==> config.mk <==
export PLATFORM = sky130hd
export DESIGN_NAME = dcr_top
export DESIGN_NICKNAME = d
export VERILOG_FILES = /design/src/dcr_pkg.sv /design/src/dcr_reg_if.sv /design/src/dcr_spi_port.sv /design/src/dcr_top.sv
export SDC_FILE = /design/constraint.sdc
export NUM_CORES = 1
export LEC_CHECK = 0
export ABC_CLOCK_PERIOD_IN_PS = 5000
export BUFFER_PORTS_ARGS = -buffer_cell sky130_fd_sc_hd__buf_2
export CORE_ASPECT_RATIO = 2
export CORE_MARGIN = 1
export CORE_UTILIZATION = 44
export CTS_CLUSTER_DIAMETER = 80
export CTS_CLUSTER_SIZE = 25
export DETAILED_ROUTE_END_ITERATION = 7
export GPL_ROUTABILITY_DRIVEN = 0
export PLACE_DENSITY = 0.66
export SYNTH_ARGS = -nofsm -noshare
export SYNTH_HDL_FRONTEND = slang
export SYNTH_SLANG_ARGS = --single-unit
==> constraint.sdc <==
create_clock -name I_CORE_CLK -period 5 [get_ports I_CORE_CLK]
set_input_delay 0 -clock I_CORE_CLK [delete_from_list [all_inputs] [get_ports I_CORE_CLK]]
set_output_delay 0 -clock I_CORE_CLK [all_outputs]
set_load 0.01 [all_outputs]
==> src/dcr_pkg.sv <==
// Package for the DAC configuration register bank and start-up logic.
// Assumes a single core clock that stands for the DAC sample clock.
package dcr_pkg;
    // Register offsets (7-bit serial address space)
    localparam logic [6:0] DCR_ADDR_RESET   = 7'h01;
    localparam logic [6:0] DCR_ADDR_DCLKOUT = 7'h02;
    localparam logic [6:0] DCR_ADDR_DCLKIN  = 7'h03;
    localparam logic [6:0] DCR_ADDR_PORTS   = 7'h04;
    localparam logic [6:0] DCR_ADDR_GAIN    = 7'h09;
    localparam logic [6:0] DCR_ADDR_TMUX    = 7'h18;
    localparam logic [6:0] DCR_ADDR_TEMP    = 7'h19;
    localparam logic [6:0] DCR_ADDR_PGEN    = 7'h1E;
    localparam logic [6:0] DCR_ADDR_PVAL    = 7'h1F;
    // Field positions
    localparam int DCR_SWRST_BIT    = 0;
    localparam int DCR_CKOK_BIT     = 1;
    localparam int DCR_DCO_DIS_BIT  = 4;
    localparam int DCR_DCO_DIV_BIT  = 5;
    localparam int DCR_DCI_ON_BIT   = 0;
    localparam int DCR_DCI_Q_BIT    = 2;
    localparam int DCR_PA_ON_BIT    = 0;
    localparam int DCR_PB_ON_BIT    = 1;
    localparam int DCR_SP_BIT       = 2;
    localparam int DCR_DEN_BIT      = 3;
    localparam int DCR_TMUX_SEL_BIT = 0;
    localparam int DCR_TMUX_ADR_LSB = 1;
    localparam int DCR_TMUX_ON_BIT  = 6;
    localparam int DCR_TEMP_ON_BIT  = 0;
    localparam int DCR_TEMP_SEL_BIT = 1;
    localparam int DCR_PGEN_ON_BIT  = 0;
    localparam int DCR_GAIN_W       = 6;
    localparam int DCR_TMUX_ADR_W   = 5;
    // Reset values
    localparam logic [7:0]  DCR_RST_BYTE = 8'h00;
    localparam logic [15:0] DCR_MIDSCALE = 16'h8000;
    // Synchroniser start-up time
    localparam int DCR_CLK_PERIOD_NS = 20;
    localparam int DCR_SYNC_INIT_NS  = 1000000;
    localparam int DCR_SYNC_INIT_CYC =
        (DCR_SYNC_INIT_NS + DCR_CLK_PERIOD_NS - 1) / DCR_CLK_PERIOD_NS;
endpackage : dcr_pkg

==> src/dcr_reg_if.sv <==
// Interface carrying decoded register accesses from the serial port.
// Assumes both ends run on the core clock.
`timescale 1ns/10ps
`default_nettype none
interface dcr_reg_if;
    logic       wr;     // One-cycle write strobe
    logic [6:0] addr;   // Register address
    logic [7:0] wdata;  // Write data
    logic [7:0] rdata;  // Read data for addr, registered
    modport port (output wr, output addr, output wdata, input rdata);
    modport bank (input wr, input addr, input wdata, output rdata);
endinterface : dcr_reg_if
`default_nettype wire

==> src/dcr_spi_port.sv <==
// Serial register port: 16-bit frames, read flag, 7-bit address, 8 data bits.
// Assumes SCK far slower than the core clock; pins arrive asynchronous.
`timescale 1ns/10ps
`default_nettype none
module dcr_spi_port
    import dcr_pkg::*;
(
    input  wire logic i_clk,      // Core clock
    input  wire logic i_rst_n,    // Async reset, active low
    input  wire logic i_cs_n,     // Chip select pin, active low
    input  wire logic i_sck,      // Serial clock pin
    input  wire logic i_sdi,      // Serial data in pin
    output logic      o_sdo,      // Serial data out
    output logic      o_sdo_oe,   // High while driving SDO
    dcr_reg_if.port   rif         // Register access
);
    logic [2:0] cs_s, sck_s, sdi_s;  // [0] first stage, [1] second, [2] edge history
    logic [4:0] bit_cnt;
    logic [15:0] shin;
    logic [7:0] shout;
    logic       rd_frame;
    // Two-flop synchronisers; edge detect looks only at stage two and later
    always_ff @(posedge i_clk or negedge i_rst_n)
    begin
        if (!i_rst_n)
        begin
            cs_s  <= 3'h7;
            sck_s <= 3'h0;
            sdi_s <= 3'h0;
        end
        else
        begin
            cs_s  <= {cs_s[1:0], i_cs_n};
            sck_s <= {sck_s[1:0], i_sck};
            sdi_s <= {sdi_s[1:0], i_sdi};
        end
    end
    wire active = !cs_s[1];
    wire sck_rise = active && sck_s[1] && !sck_s[2];
    wire sck_fall = active && !sck_s[1] && sck_s[2];
    wire [15:0] next_shin = {shin[14:0], sdi_s[1]};
    // Shift in on rising SCK, shift out on falling; write on the 16th bit
    always_ff @(posedge i_clk or negedge i_rst_n)
    begin
        if (!i_rst_n)
        begin
            bit_cnt  <= 5'h00;
            shin     <= 16'h0000;
            shout    <= 8'h00;
            rd_frame <= 1'b0;
            rif.wr   <= 1'b0;
            rif.addr <= 7'h00;
            rif.wdata <= 8'h00;
            o_sdo    <= 1'b0;
            o_sdo_oe <= 1'b0;
        end
        else
        begin
            rif.wr   <= 1'b0;
            o_sdo_oe <= active;
            if (!active)
                bit_cnt <= 5'h00;
            else if (sck_rise)
            begin
                shin    <= next_shin;
                bit_cnt <= bit_cnt + 5'h01;
                if (bit_cnt == 5'h07)
                begin
                    rd_frame <= next_shin[7];
                    rif.addr <= next_shin[6:0];
                end
                if (bit_cnt == 5'h0F && !rd_frame)
                begin
                    rif.wdata <= next_shin[7:0];
                    rif.wr    <= 1'b1;
                end
            end
            else if (sck_fall)
            begin
                // Read data already settled: address is stable since bit 8
                if (bit_cnt == 5'h08)
                begin
                    o_sdo <= rif.rdata[7];
                    shout <= {rif.rdata[6:0], 1'b0};
                end
                else
                begin
                    o_sdo <= shout[7];
                    shout <= {shout[6:0], 1'b0};
                end
            end
        end
    end
endmodule : dcr_spi_port
`default_nettype wire

==> src/dcr_top.sv <==
// DAC configuration register bank with start-up synchroniser and data path.
// Assumes I_CORE_CLK stands for the sample clock; data pins are asynchronous.
// Functional notes
// - Six-bit gain trim, resets zero
// - Test mux select, address, enable fields
// - Temperature enable and select bits, reset zero
// - Pattern enable and eight-bit pattern value
// - Data clock out defaults to quarter rate
// - Synchroniser needs one millisecond before data
// - Port A precedes port B output
// - Port control bits; disabled data gives midscale
// - Data clock receiver enable and quadrature bit
`timescale 1ns/10ps
`default_nettype none
module dcr_top
    import dcr_pkg::*;
#(
    parameter int SYNC_INIT_CYCLES = DCR_SYNC_INIT_CYC  // Synchroniser start-up count
)(
    input  wire logic        I_CORE_CLK,          // Sample-rate core clock
    input  wire logic        I_RST_N,             // Async reset, active low
    input  wire logic        I_CS_N,              // Serial chip select
    input  wire logic        I_SCK,               // Serial clock
    input  wire logic        I_SDI,               // Serial data in
    input  wire logic [15:0] I_PORT_A_LANES,      // Port A data word
    input  wire logic [15:0] I_PORT_B_LANES,      // Port B data word
    output logic             O_SDO,               // Serial data out
    output logic             O_SDO_OE,            // SDO drive enable
    output logic             O_DATA_CLK_OUT,      // Divided data clock
    output logic [15:0]      O_DAC_CODE,          // Code to converter
    output logic             O_SYNC_READY,        // Synchroniser initialised
    output logic [5:0]       O_GAIN_TRIM,         // Gain trim field
    output logic             O_TEST_MUX_ON,       // Test mux enable
    output logic             O_TEMP_DIODE_ON,     // Temperature sense enable
    output logic             O_TEMP_SENSE_SELECT  // Diode or scaled voltage
);
    dcr_reg_if rif ();
    dcr_spi_port u_spi (
        .i_clk    (I_CORE_CLK),
        .i_rst_n  (I_RST_N),
        .i_cs_n   (I_CS_N),
        .i_sck    (I_SCK),
        .i_sdi    (I_SDI),
        .o_sdo    (O_SDO),
        .o_sdo_oe (O_SDO_OE),
        .rif      (rif)
    );

    logic [7:0]  dco_cfg, dci_cfg, port_cfg, gain, tmux, temp, pgen, pval;
    logic        soft_rst;
    logic [1:0]  div_cnt;
    logic [31:0] sync_cnt;
    logic [15:0] a_s1, a_s, b_s1, b_s, b_hold;
    logic        phase;

    // Write strobe decode, one wire per register
    function automatic logic hit(input logic [6:0] a);
        return rif.wr && rif.addr == a;
    endfunction : hit
    wire do_swrst = hit(DCR_ADDR_RESET) && rif.wdata[DCR_SWRST_BIT];
    wire w_dco  = hit(DCR_ADDR_DCLKOUT);
    wire w_dci  = hit(DCR_ADDR_DCLKIN);
    wire w_port = hit(DCR_ADDR_PORTS);
    wire w_gain = hit(DCR_ADDR_GAIN);
    wire w_tmux = hit(DCR_ADDR_TMUX);
    wire w_temp = hit(DCR_ADDR_TEMP);
    wire w_pgen = hit(DCR_ADDR_PGEN);
    wire w_pval = hit(DCR_ADDR_PVAL);
    // Writable masks keep reserved bits at zero
    wire [7:0] wd = rif.wdata;

    // Registers; soft reset clears every field a cycle after its write
    always_ff @(posedge I_CORE_CLK or negedge I_RST_N)
    begin
        if (!I_RST_N)
        begin
            soft_rst <= 1'b0;
            dco_cfg  <= DCR_RST_BYTE;
            dci_cfg  <= DCR_RST_BYTE;
            port_cfg <= DCR_RST_BYTE;
            gain     <= DCR_RST_BYTE;
            tmux     <= DCR_RST_BYTE;
            temp     <= DCR_RST_BYTE;
            pgen     <= DCR_RST_BYTE;
            pval     <= DCR_RST_BYTE;
        end
        else
        begin
            soft_rst <= do_swrst;
            if (soft_rst)
            begin
                dco_cfg  <= DCR_RST_BYTE;
                dci_cfg  <= DCR_RST_BYTE;
                port_cfg <= DCR_RST_BYTE;
                gain     <= DCR_RST_BYTE;
                tmux     <= DCR_RST_BYTE;
                temp     <= DCR_RST_BYTE;
                pgen     <= DCR_RST_BYTE;
                pval     <= DCR_RST_BYTE;
            end
            else
            begin
                if (w_dco)  dco_cfg  <= wd & 8'h30;
                if (w_dci)  dci_cfg  <= wd & 8'h05;
                if (w_port) port_cfg <= wd & 8'h0F;
                if (w_gain) gain     <= wd & 8'h3F;
                if (w_tmux) tmux     <= wd & 8'h7F;
                if (w_temp) temp     <= wd & 8'h03;
                if (w_pgen) pgen     <= wd & 8'h01;
                if (w_pval) pval     <= wd;
            end
        end
    end

    // Read mux; unmapped addresses read zero
    logic [7:0] next_rdata;
    always_comb
    begin
        next_rdata = 8'h00;
        unique case (rif.addr)
            DCR_ADDR_DCLKOUT: next_rdata = dco_cfg | 8'h02;  // Clock present while running
            DCR_ADDR_DCLKIN:  next_rdata = dci_cfg;
            DCR_ADDR_PORTS:   next_rdata = port_cfg;
            DCR_ADDR_GAIN:    next_rdata = gain;
            DCR_ADDR_TMUX:    next_rdata = tmux;
            DCR_ADDR_TEMP:    next_rdata = temp;
            DCR_ADDR_PGEN:    next_rdata = pgen;
            DCR_ADDR_PVAL:    next_rdata = pval;
            default:          next_rdata = 8'h00;
        endcase
    end

    // Receivers are live once clock receiver and a port receiver are on; the
    // single-port select counts too, as the bring-up sets only that bit there
    wire rx_live = dci_cfg[DCR_DCI_ON_BIT] &&
                   (port_cfg[DCR_PA_ON_BIT] || port_cfg[DCR_PB_ON_BIT] ||
                    port_cfg[DCR_SP_BIT]);
    wire single  = port_cfg[DCR_SP_BIT];
    wire out_en  = port_cfg[DCR_DEN_BIT] && O_SYNC_READY;
    wire pg_on   = pgen[DCR_PGEN_ON_BIT];
    wire dco_fast = dco_cfg[DCR_DCO_DIV_BIT];
    wire dco_dis  = dco_cfg[DCR_DCO_DIS_BIT];

    // Code selection: midscale, pattern, single port, or A then B
    logic [15:0] next_code;
    always_comb
    begin
        if (!out_en)
            next_code = DCR_MIDSCALE;
        else if (pg_on)
            next_code = {pval, pval};
        else if (single)
            next_code = b_s;
        else
            next_code = phase ? b_hold : a_s;
    end

    // Data path, synchroniser counter and divided clock out
    always_ff @(posedge I_CORE_CLK or negedge I_RST_N)
    begin
        if (!I_RST_N)
        begin
            rif.rdata      <= 8'h00;
            a_s1           <= 16'h0000;
            a_s            <= 16'h0000;
            b_s1           <= 16'h0000;
            b_s            <= 16'h0000;
            b_hold         <= 16'h0000;
            phase          <= 1'b0;
            O_DAC_CODE     <= DCR_MIDSCALE;
            div_cnt        <= 2'h0;
            O_DATA_CLK_OUT <= 1'b0;
            sync_cnt       <= 32'h0;
            O_SYNC_READY   <= 1'b0;
        end
        else
        begin
            rif.rdata <= next_rdata;
            a_s1   <= I_PORT_A_LANES;
            a_s    <= a_s1;
            b_s1   <= I_PORT_B_LANES;
            b_s    <= b_s1;
            phase  <= out_en ? !phase : 1'b0;
            if (!phase)
                b_hold <= b_s;
            O_DAC_CODE <= next_code;
            div_cnt    <= div_cnt + 2'h1;
            // Quarter rate by default, half rate when selected
            O_DATA_CLK_OUT <= !dco_dis && (dco_fast ? div_cnt[0] : div_cnt[1]);
            // Restart the wait when the clock receiver or every port receiver drops out
            if (!rx_live || soft_rst)
            begin
                sync_cnt     <= 32'h0;
                O_SYNC_READY <= 1'b0;
            end
            else if (sync_cnt < 32'(SYNC_INIT_CYCLES))
                sync_cnt <= sync_cnt + 32'h1;
            else
                O_SYNC_READY <= 1'b1;
        end
    end

    // Configuration outputs straight from register bits
    assign O_GAIN_TRIM         = gain[DCR_GAIN_W-1:0];
    assign O_TEST_MUX_ON       = tmux[DCR_TMUX_ON_BIT];
    assign O_TEMP_DIODE_ON     = temp[DCR_TEMP_ON_BIT];
    assign O_TEMP_SENSE_SELECT = temp[DCR_TEMP_SEL_BIT];

    wire dual_live = out_en && !pg_on && !single;
endmodule : dcr_top
`default_nettype wire

==> impl_metrics.yaml, run 1 <==
clock_network:
  postCtsSetupBuffers: 0
  cts_buffer_depth: 3
  clock_latency_ns: 0.47
  cts_buffers: 12
  cts-root-buf: "clkbuf_16"
  cts_tree: "built"
  path_clk_slew_ns: 0.10
  ctsResizeCount: 0
  cts_sinks: 219
  htree_levels: 1
  hold_buffers: 36
critical_path:
  reg2reg_setup_slack_ns: 2.28
  cp-end-kind: "register"
  r2r_end: "sync_cnt[7]"
  slowest_stage: "nand4_1"
  cpPeakStageDelay_ns: 0.89
  required_ns: 5.37
  cp_cell_sequence: "nor4_1, nand4_1, or4_1, a21oi_1"
  startpoint: "sync_cnt[18]"
  startpoint_type: "register"
  rr_startpoint: "sync_cnt[18]"
  setup.worst_path.class: "reg2reg"
  crit_fanout: 32
  arrival_ns: 3.09
  r2r_cells: 4
timing:
  tns_ns: 0
  tightest_slew_ns: 1.09
  setup_violations: 0
  period_needed_ns: 2.72
  fin_worst_skew_ns: 0.0273
  hold_ws_ns: 0.165
  slew_headroom_pct: 27.6
  slew_viol_final: 0
  period_share_pct: 54.4
  hold_viol_final: 0
  grt_setup_unrepaired: "no"
  timing.fmax_mhz: 368
routing:
  drt_first_iter_violations: 223
  first_pass_iters: 4
  vias: 5416
  wl_per_cell_um: 16.4
  vias_per_cell: 5.37
  ant_nets: 0
  post-route-drc-count: 0
  finalWirelength_um: 16500
cells_and_area:
  syn2layout_area_growth_pct: 14.9
  fill_cells: 1628
  layout.nets: 827
  final_area_um2: 9550
  multiInputGateArea_um2: 2530
  seq_area_um2: 5480
  num_antenna_cells: 0
  drive_gt1_share_pct: 15.3
synth:
  ys.flop_type: "dfrtp_1"
  netlist_area_um2: 8310
  synth_area_per_cell_um2: 11.9
  ys_seq_elements: 219
  synth_cells: 700
  synth_fp_nets: 741
  synth.distinct_cells: 50
  async_flop_share_pct: 100
  yosysWarnings: 0
  synth_edf_count: 0
  seq_area_frac_synth_pct: 66.0
die:
  placementRows: 70
  die_h_um: 196
  core-area_um2: 18400
  initial_core_util_pct: 45.2
  die_w_um: 99.2
  ios: 66
  fp.dieArea_um2: 19500
power:
  max-vdd-ir-drop_uv: 168
  power.density_nw_per_um2: 320
  p_leak_nw: 4.52
hold_path:
  whs_endpoint: "u_spi.cs_s[0]"
  hp-start: "I_CS_N"
  whs_path_depth: 2
  hold_class: "in2reg"
global_route:
  grt_pass1_vias: 5511
  grt_pass1_wl_um: 27200
  grt_use_total_pct: 17.5
  grt_max_degree: 126
  antenna_found_initial: 0
  grt.overflow.total: 0
placement:
  place_area_um2: 8830
  hpwlAfterDp_um: 11500
  port_buffers: 65
job:
  drv_cap: 0
run_status:
  status: "completed"
report_power, final:
| part | switching (W) | internal, W | total (W) | leakage, nW |
|---|---|---|---|---|
| Sequential | 0.0000418 | 0.00184 | 0.00188 | 2.81 |
| Combinational | 0.0000737 | 0.0000684 | 0.000142 | 1.54 |
| Clock | 0.000543 | 0.000488 | 0.00103 | 0.171 |
through the flow:
step	util [%]	total power (W)	setup WS, ns	std cells
final	51.9	0.00306	2.28	1008
after global routing	51.9	0.00318	2.04	1008
after CTS	51.9	0.00310	2.22	1008
after detailed placement	48.0	0.00205	2.26	952
after global placement	48.0	0.00204	2.46	952
after floorplan	-	0.00196	3.20	700
cells by family (layout without fill, tap and decap cells):
| kind of cell | after synthesis | count (layout) | synth area share, % |
|---|---|---|---|
| flip-flops | 219 | 219 | 66.0 |
| AND/OR/NAND/NOR | 186 | 186 | 11.6 |
| AO/OA/AOI/OAI | 150 | 150 | 10.2 |
| buffers and inverters | 78 | 170 | 3.70 |
| multiplexers | 59 | 59 | 7.48 |
| adder cells (fa/ha/maj) | 4 | 4 | 0.602 |
| XOR/XNOR | 4 | 4 | 0.421 |
worst max path at each step:
stage	to	depth (start not counted)
floorplan	dci_cfg[2]	5
global placement	sync_cnt[3]	4
detailed placement	sync_cnt[7]	4
CTS	sync_cnt[7]	4
global route	sync_cnt[7]	4
finish	sync_cnt[7]	4
metal layers:
metal / up-vias / part of all wire (%) / GRT usage (%)
li1: 2583 / - / -
met1: 2732 / 38 / 19.7
met2: 82 / 57 / 34.1
met3: 19 / 3.0 / 1.88
met4: 0 / 1.8 / 5.23
met5: - / 0 / 0
cells in the mapped netlist (3+ instances only):
library cell	number	area (µm²)
buf_2	9	45.0
nand3_1	19	95.1
o31ai_1	14	105
o21ai_0	49	245
inv_1	40	150
or4_1	11	82.6
ha_1	4	50.1
a21oi_1	66	330
dfstp_2	3	78.8
mux2_2	25	282
or3_1	4	25.0
nor3b_1	3	22.5
clkbuf_1	28	105
nand2_1	49	184
xor2_1	3	26.3
nor2_1	44	165
nor4_1	6	37.5
and3_1	8	50.1
and2_1	19	119
nand4_1	5	31.3
a22oi_1	5	37.5
nor3_1	3	15.0
dfrtp_1	216	5410
a221oi_1	5	43.8
mux2i_1	34	340
flip-flops by register name (all words and copies together) (netlist names), 16 cells and up:
register and cells:
O_DAC_CODE 16, a_s 16, a_s1 16, b_hold 16
b_s 16, b_s1 16, sync_cnt 32
cell type report:
type	instances	area share, %
inverters	40	1.57
clock inverters	1	0.0917
clock buffers	19	3.64
flip-flops and latches	219	57.4
multi-input cells	403	26.5
repair buffers	110	7.98
well taps	216	2.83
layout by cell type, fill, tap and decap left out, drive strengths merged, types with 5 or more instances in the layout:
| master | netlist | layout |
|---|---|---|
| a221oi | 5 | 5 |
| inv | 40 | 40 |
| nand4 | 5 | 5 |
| nand3 | 19 | 19 |
| o21ai | 50 | 50 |
| and2 | 19 | 19 |
| dfrtp | 216 | 216 |
| buf | 10 | 73 |
| a22oi | 5 | 5 |
| nor2 | 44 | 44 |
| clkbuf | 28 | 20 |
| and3 | 9 | 9 |
| a21oi | 66 | 66 |
| o31ai | 14 | 14 |
| or4 | 12 | 12 |
| dlygate4sd3 | 0 | 36 |
| mux2i | 34 | 34 |
| nand2 | 49 | 49 |
| nor4 | 6 | 6 |
| mux2 | 25 | 25 |
critical path: cells and delay by family (launching register included):
family / cells / cell delay (ns)
and+or+nand+nor: 3 / 2.02
DFF: 1 / 0.40
AOI/OAI and AO/OA: 1 / 0.19
Power figures use the tool's default switching activity.
==> run 2, diff against run 1 <==
--- a/config.mk
+++ b/config.mk
@@ -5,7 +5,7 @@
 export SDC_FILE = /design/constraint.sdc
 export NUM_CORES = 1
 export LEC_CHECK = 0
-export ABC_CLOCK_PERIOD_IN_PS = 5000
+export ABC_CLOCK_PERIOD_IN_PS = 2500
 export BUFFER_PORTS_ARGS = -buffer_cell sky130_fd_sc_hd__buf_2
 export CORE_ASPECT_RATIO = 2
 export CORE_MARGIN = 1
@@ -14,7 +14,7 @@
 export CTS_CLUSTER_SIZE = 25
 export DETAILED_ROUTE_END_ITERATION = 7
 export GPL_ROUTABILITY_DRIVEN = 0
-export PLACE_DENSITY = 0.66
+export PLACE_DENSITY = 0.68
 export SYNTH_ARGS = -nofsm -noshare
 export SYNTH_HDL_FRONTEND = slang
 export SYNTH_SLANG_ARGS = --single-unit
==> constraint.sdc (replaced) <==
create_clock -name I_CORE_CLK -period 2.5 [get_ports I_CORE_CLK]
set_input_delay 0 -clock I_CORE_CLK [delete_from_list [all_inputs] [get_ports I_CORE_CLK]]
set_output_delay 0 -clock I_CORE_CLK [all_outputs]
set_load 0.01 [all_outputs]
==> run 2 against run 1 <==
  * Cell area up 1.4%
  * First-iteration DRC count down 13%
  * Die area unchanged
  * Critical endpoint is now dci_cfg[2]
  * Maximum frequency up 37%
==> impl_metrics.yaml, run 2 (synthesized netlist as in run 1, its figures left out) <==
clock_network:
  cts_buffers: 12
  cts_tree: "built"
  path_clk_slew_ns: 0.10
  cts-root-buf: "clkbuf_16"
  clock_latency_ns: 0.48
  cts_sinks: 219
  htree_levels: 1
  cts_buffer_depth: 3
  ctsResizeCount: 0
die:
  core-area_um2: 18400
  die_w_um: 99.2
  initial_core_util_pct: 45.2
  ios: 66
  fp.dieArea_um2: 19500
  die_h_um: 196
  placementRows: 70
critical_path:
  reg2reg_setup_slack_ns: 0.51
  r2r_end: "dci_cfg[2]"
  required_ns: 2.86
  r2r_cells: 5
  cp-end-kind: "register"
  arrival_ns: 2.35
  rr_startpoint: "u_spi.rif.addr[3]"
  crit_fanout: 7
  startpoint_type: "register"
  setup.worst_path.class: "reg2reg"
timing:
  period_needed_ns: 1.99
  grt_setup_unrepaired: "no"
  fin_worst_skew_ns: 0.0222
  hold_viol_final: 0
  slew_headroom_pct: 42.6
  timing.fmax_mhz: 503
  tns_ns: 0
  period_share_pct: 79.6
  tightest_slew_ns: 0.860
  slew_viol_final: 0
  setup_violations: 0
placement:
  place_area_um2: 8970
  dpl.cell_count: 966
  hpwlAfterDp_um: 11800
  port_buffers: 65
global_route:
  antenna_found_initial: 0
  grt_pass1_vias: 5609
  grt_max_degree: 88
  grt_pass1_wl_um: 27800
  grt.overflow.total: 0
  grt_use_total_pct: 18.1
cells_and_area:
  drive_gt1_share_pct: 16.9
  syn2layout_area_growth_pct: 16.4
  fill_cells: 1563
  largest_reg_flops: 32
  final_cell_mix: "dfrtp_1, a21oi_1, buf_2"
  final_common_cell: "dfrtp_1"
  final_area_um2: 9680
  layout.nets: 841
  multiInputGateArea_um2: 2540
  largest-register: "sync_cnt"
  num_antenna_cells: 0
  seq_area_um2: 5480
  instances_no_fill: 1022
routing:
  post-route-drc-count: 0
  wl_per_cell_um: 16.6
  ant_nets: 0
  first_pass_iters: 4
  drt_first_iter_violations: 193
  vias: 5468
  vias_per_cell: 5.35
  finalWirelength_um: 17000
power:
  power.density_nw_per_um2: 628
  max-vdd-ir-drop_uv: 338
  p_total_w: 0.00608
  p_leak_nw: 4.60
hold_path:
  hold_class: "in2async"
job:
  drv_cap: 0
run_status:
  status: "completed"
-- run 2: routing by layer --
metal | global-route usage (%) | routed length [µm] | vias to the layer above
li1 | - | - | 2608
met1 | 19.7 | 6450 | 2727
met2 | 34.9 | 9540 | 98
met3 | 1.99 | 444 | 35
met4 | 7.52 | 559 | 0
met5 | 0 | 0 | -
-- run 2: power by group --
| part | leakage, nW | internal, W | switching (W) |
|---|---|---|---|
| logic | 1.62 | 0.000144 | 0.000149 |
| clock network | 0.166 | 0.000922 | 0.00109 |
| registers | 2.81 | 0.00369 | 0.0000881 |
-- run 2: critical path, stage by stage (launching register included) --
cell and delay (ns):
dfrtp_1 0.43, or4_4 0.57, nor3b_4 0.38, and3_4 0.26
mux2i_1 0.19, nor2_1 0.05
-- run 2: area by class of cell --
type | count | share of cell area, %
well taps | 216 | 2.79
repair buffers | 124 | 9.23
clock buffers | 18 | 3.33
flip-flops and latches | 219 | 56.6
multi-input cells | 403 | 26.2
clock inverters | 2 | 0.258
inverters | 40 | 1.55
-- run 2: timing repair --
item	in CTS	in global routing
endpoints found under the hold margin	123	0
hold buffers	36	0
setup buffers	0	0
-- run 2: through the flow --
stage	worst slack [ns]	hold WS [ns]	util [%]
5_1_grt	0.412	0.124	52.6
6_report	0.510	0.0854	52.6
2_1_floorplan	0.705	-0.296	-
3_3_place_gp	0.557	0.0276	48.8
3_5_place_dp	0.525	0.0293	48.8
4_1_cts	0.513	0.118	52.6
-- run 2: worst max-delay path by stage --
stage                           start    endpoint  slack, ns
global route        u_spi.rif.addr[5]     pval[0]       0.41
detailed placement  u_spi.rif.addr[3]  dci_cfg[2]       0.52
floorplan           u_spi.rif.addr[3]  dci_cfg[2]       0.70
finish              u_spi.rif.addr[3]  dci_cfg[2]       0.51
CTS                 u_spi.rif.addr[3]  dci_cfg[2]       0.51
global placement    u_spi.rif.addr[3]  dci_cfg[0]       0.56
==> run 3, diff against run 2 <==
--- a/config.mk
+++ b/config.mk
@@ -5,7 +5,8 @@
 export SDC_FILE = /design/constraint.sdc
 export NUM_CORES = 1
 export LEC_CHECK = 0
-export ABC_CLOCK_PERIOD_IN_PS = 2500
+export ABC_AREA = 1
+export ABC_CLOCK_PERIOD_IN_PS = 1700
 export BUFFER_PORTS_ARGS = -buffer_cell sky130_fd_sc_hd__buf_2
 export CORE_ASPECT_RATIO = 2
 export CORE_MARGIN = 1
==> constraint.sdc (replaced) <==
create_clock -name I_CORE_CLK -period 1.7 [get_ports I_CORE_CLK]
set_input_delay 0 -clock I_CORE_CLK [delete_from_list [all_inputs] [get_ports I_CORE_CLK]]
set_output_delay 0 -clock I_CORE_CLK [all_outputs]
set_load 0.01 [all_outputs]
==> run 3 against run 2 <==
  * Sequential power rose by 45%
  * Highest routed layer unchanged
  * Cell area is 3.0% higher
  * Maximum frequency up 25%
  * Largest cell class unchanged
==> impl_metrics.yaml, run 3 <==
run_status:
  status: "completed"
synth:
  synth_area_per_cell_um2: 9.64
  ys_top_cells_by_count: "nand2_1, dfrtp_1, nor2_1, inv_1, nand3_1"
  yosysWarnings: 0
  seq_area_frac_synth_pct: 64.5
  post-synth-top-count-cell: "nand2_1"
  ys_seq_elements: 219
  synth_fp_nets: 923
  netlist_area_um2: 8500
  synth_area_leader_cell: "dfrtp_1"
  async_flop_share_pct: 100
  synthTopCellsByArea: "dfrtp_1, nand2_1, nand3_1"
  ys.flop_type: "dfrtp_1"
  synth_edf_count: 0
  synth.distinct_cells: 38
  synth_cells: 882
  synth_top_area_share_pct: 63.6
cells_and_area:
  largest_reg_flops: 32
  final_common_cell: "nand2_1"
  largest-register: "sync_cnt"
  final_cell_mix: "nand2_1, dfrtp_1, nor2_1"
  num_antenna_cells: 0
  layout.nets: 1036
  syn2layout_area_growth_pct: 17.4
  drive_gt1_share_pct: 13.6
  instances_no_fill: 1253
critical_path:
  r2r_cells: 6
  crit_cells: 6
  cpPeakStageDelay_ns: 0.40
  startpoint_type: "register"
  crit_fanout: 9
  required_ns: 2.10
  crit_family: "simple AND/OR/NAND/NOR gates"
  critPathBufInv: 2
  cp-end-kind: "register"
  cp_cell_sequence: "inv_1, ha_1, nand4_1, inv_2, nand2_1, a21oi_2"
  slowest_stage: "dfrtp_1"
  setup.worst_path.class: "reg2reg"
  arrival_ns: 1.99
placement:
  port_buffers: 65
  hpwlAfterDp_um: 13700
  dpl.cell_count: 1200
power:
  power.density_nw_per_um2: 890
  p_leak_nw: 4.76
  max-vdd-ir-drop_uv: 916
die:
  die_h_um: 199
  fp.dieArea_um2: 19900
  initial_core_util_pct: 45.1
  placementRows: 71
  ios: 66
  core-area_um2: 18800
  die_w_um: 100
routing:
  wl_met2_um: 10500
  met3_length_um: 449
  ant_nets: 0
  vias: 6142
  vias_per_cell: 4.90
  wl_per_cell_um: 15.1
  top_layer: "met4"
  drt_first_iter_violations: 279
  first_pass_iters: 5
  finalWirelength_um: 18900
  post-route-drc-count: 0
  wl_met1_um: 6990
global_route:
  grt_pass1_vias: 6067
  grt.overflow.total: 0
  grt_use_total_pct: 20.0
  antenna_found_initial: 0
  grt_pass1_wl_um: 30500
  grt_max_degree: 68
hold_path:
  hold_class: "in2async"
timing:
  tns_ns: 0
  setup_violations: 0
  slew_viol_final: 0
  timing.fmax_mhz: 629
  period_share_pct: 93.5
  grt_setup_unrepaired: "no"
  period_needed_ns: 1.59
  tightest_slew_ns: 0.565
  hold_viol_final: 0
  slew_headroom_pct: 62.2
  fin_worst_skew_ns: 0.0129
clock_network:
  cts_buffers: 12
  cts_tree: "built"
  htree_levels: 1
  cts_sinks: 219
  clock_latency_ns: 0.47
  postCtsSetupBuffers: 0
  path_clk_slew_ns: 0.10
  cts_buffer_depth: 3
  cts-root-buf: "clkbuf_16"
job:
  drv_cap: 0
==> run 3: changes by cell type after synthesis, sizes merged, moves of 9 or more <==
cell	before	now
inv	40	88
nand3	19	69
o211ai	1	16
mux2i	34	0
nand2	49	238
o31ai	14	1
and2	19	1
and3	9	0
a21oi	66	31
mux2	25	0
clkbuf	28	11
o21ai	50	65
nor2	44	89
or4	12	0
==> run 3: routing by layer <==
layer / global-route usage (%) / up-vias
met3: 1.97 / 57
met4: 10.7 / 0
met5: 0 / -
met2: 38.8 / 116
met1: 20.4 / 2929
li1: - / 3040
==> run 3: path summary, 6_finish.rpt <==
check	slack [ns]	from	endpoint
max	0.11	u_spi.bit_cnt[0]	u_spi.o_sdo
min	0.07	I_RST_N	b_s1[9]
max reg2reg	0.11	u_spi.bit_cnt[0]	u_spi.o_sdo
min reg2reg	0.35	b_s1[13]	b_s[13]
max in group asynchronous	0.91	I_RST_N	u_spi.cs_s[0]
min in group I_CORE_CLK	0.17	I_PORT_A_LANES[10]	a_s1[10]
==> run 3: logic make-up (layout without fill, tap and decap cells) <==
| family | count (synthesis) | count (layout) | synth area share (%) |
|---|---|---|---|
| XOR/XNOR | 9 | 9 | 0.927 |
| AND/OR/NAND/NOR | 416 | 416 | 20.4 |
| adder cells (fa/ha/maj) | 4 | 4 | 0.589 |
| AO/OA/AOI/OAI | 120 | 120 | 8.20 |
| buffers and inverters | 114 | 230 | 5.40 |
| flip-flops | 219 | 219 | 64.5 |
==> run 3: layout make-up <==
cell class,instances,area [µm²]
Tap cell,255,319
Clock buffer,16,337
Fill cell,1700,8860
Timing Repair Buffer,124,918
Sequential cell,219,5490
Clock inverter,1,8.76
Multi-Input combinational cell,549,2570
Inverter,89,334
==> run 3: repair_timing <==
action                                  in CTS  in global routing
hold buffers                                36                  0
hold endpoints to repair                   251                  0
gates resized for setup                      0                  8
endpoints found under the setup margin       0                 23
==> run 3: metrics by stage <==
stage	util, %	setup slack [ns]	hold slack (ns)	instance area (µm²)	total power (W)
6_report	53.0	0.111	0.0666	9980	0.00888
5_1_grt	53.0	0.00567	0.0975	9980	0.00924
4_1_cts	52.9	0.0416	0.0731	9960	0.00897
3_5_place_dp	49.1	0.0759	-0.0148	9250	0.00593
3_3_place_gp	49.1	0.0704	-0.0182	9250	0.00592
2_1_floorplan	-	0.282	-0.296	8500	0.00569
==> run 3: report_power, final <==
group	switching, W	total (W)	internal, W
logic	0.000240	0.000414	0.000175
registers	0.0000891	0.00548	0.00539
clock network	0.00158	0.00298	0.00141
total	0.00191	0.00888	0.00697
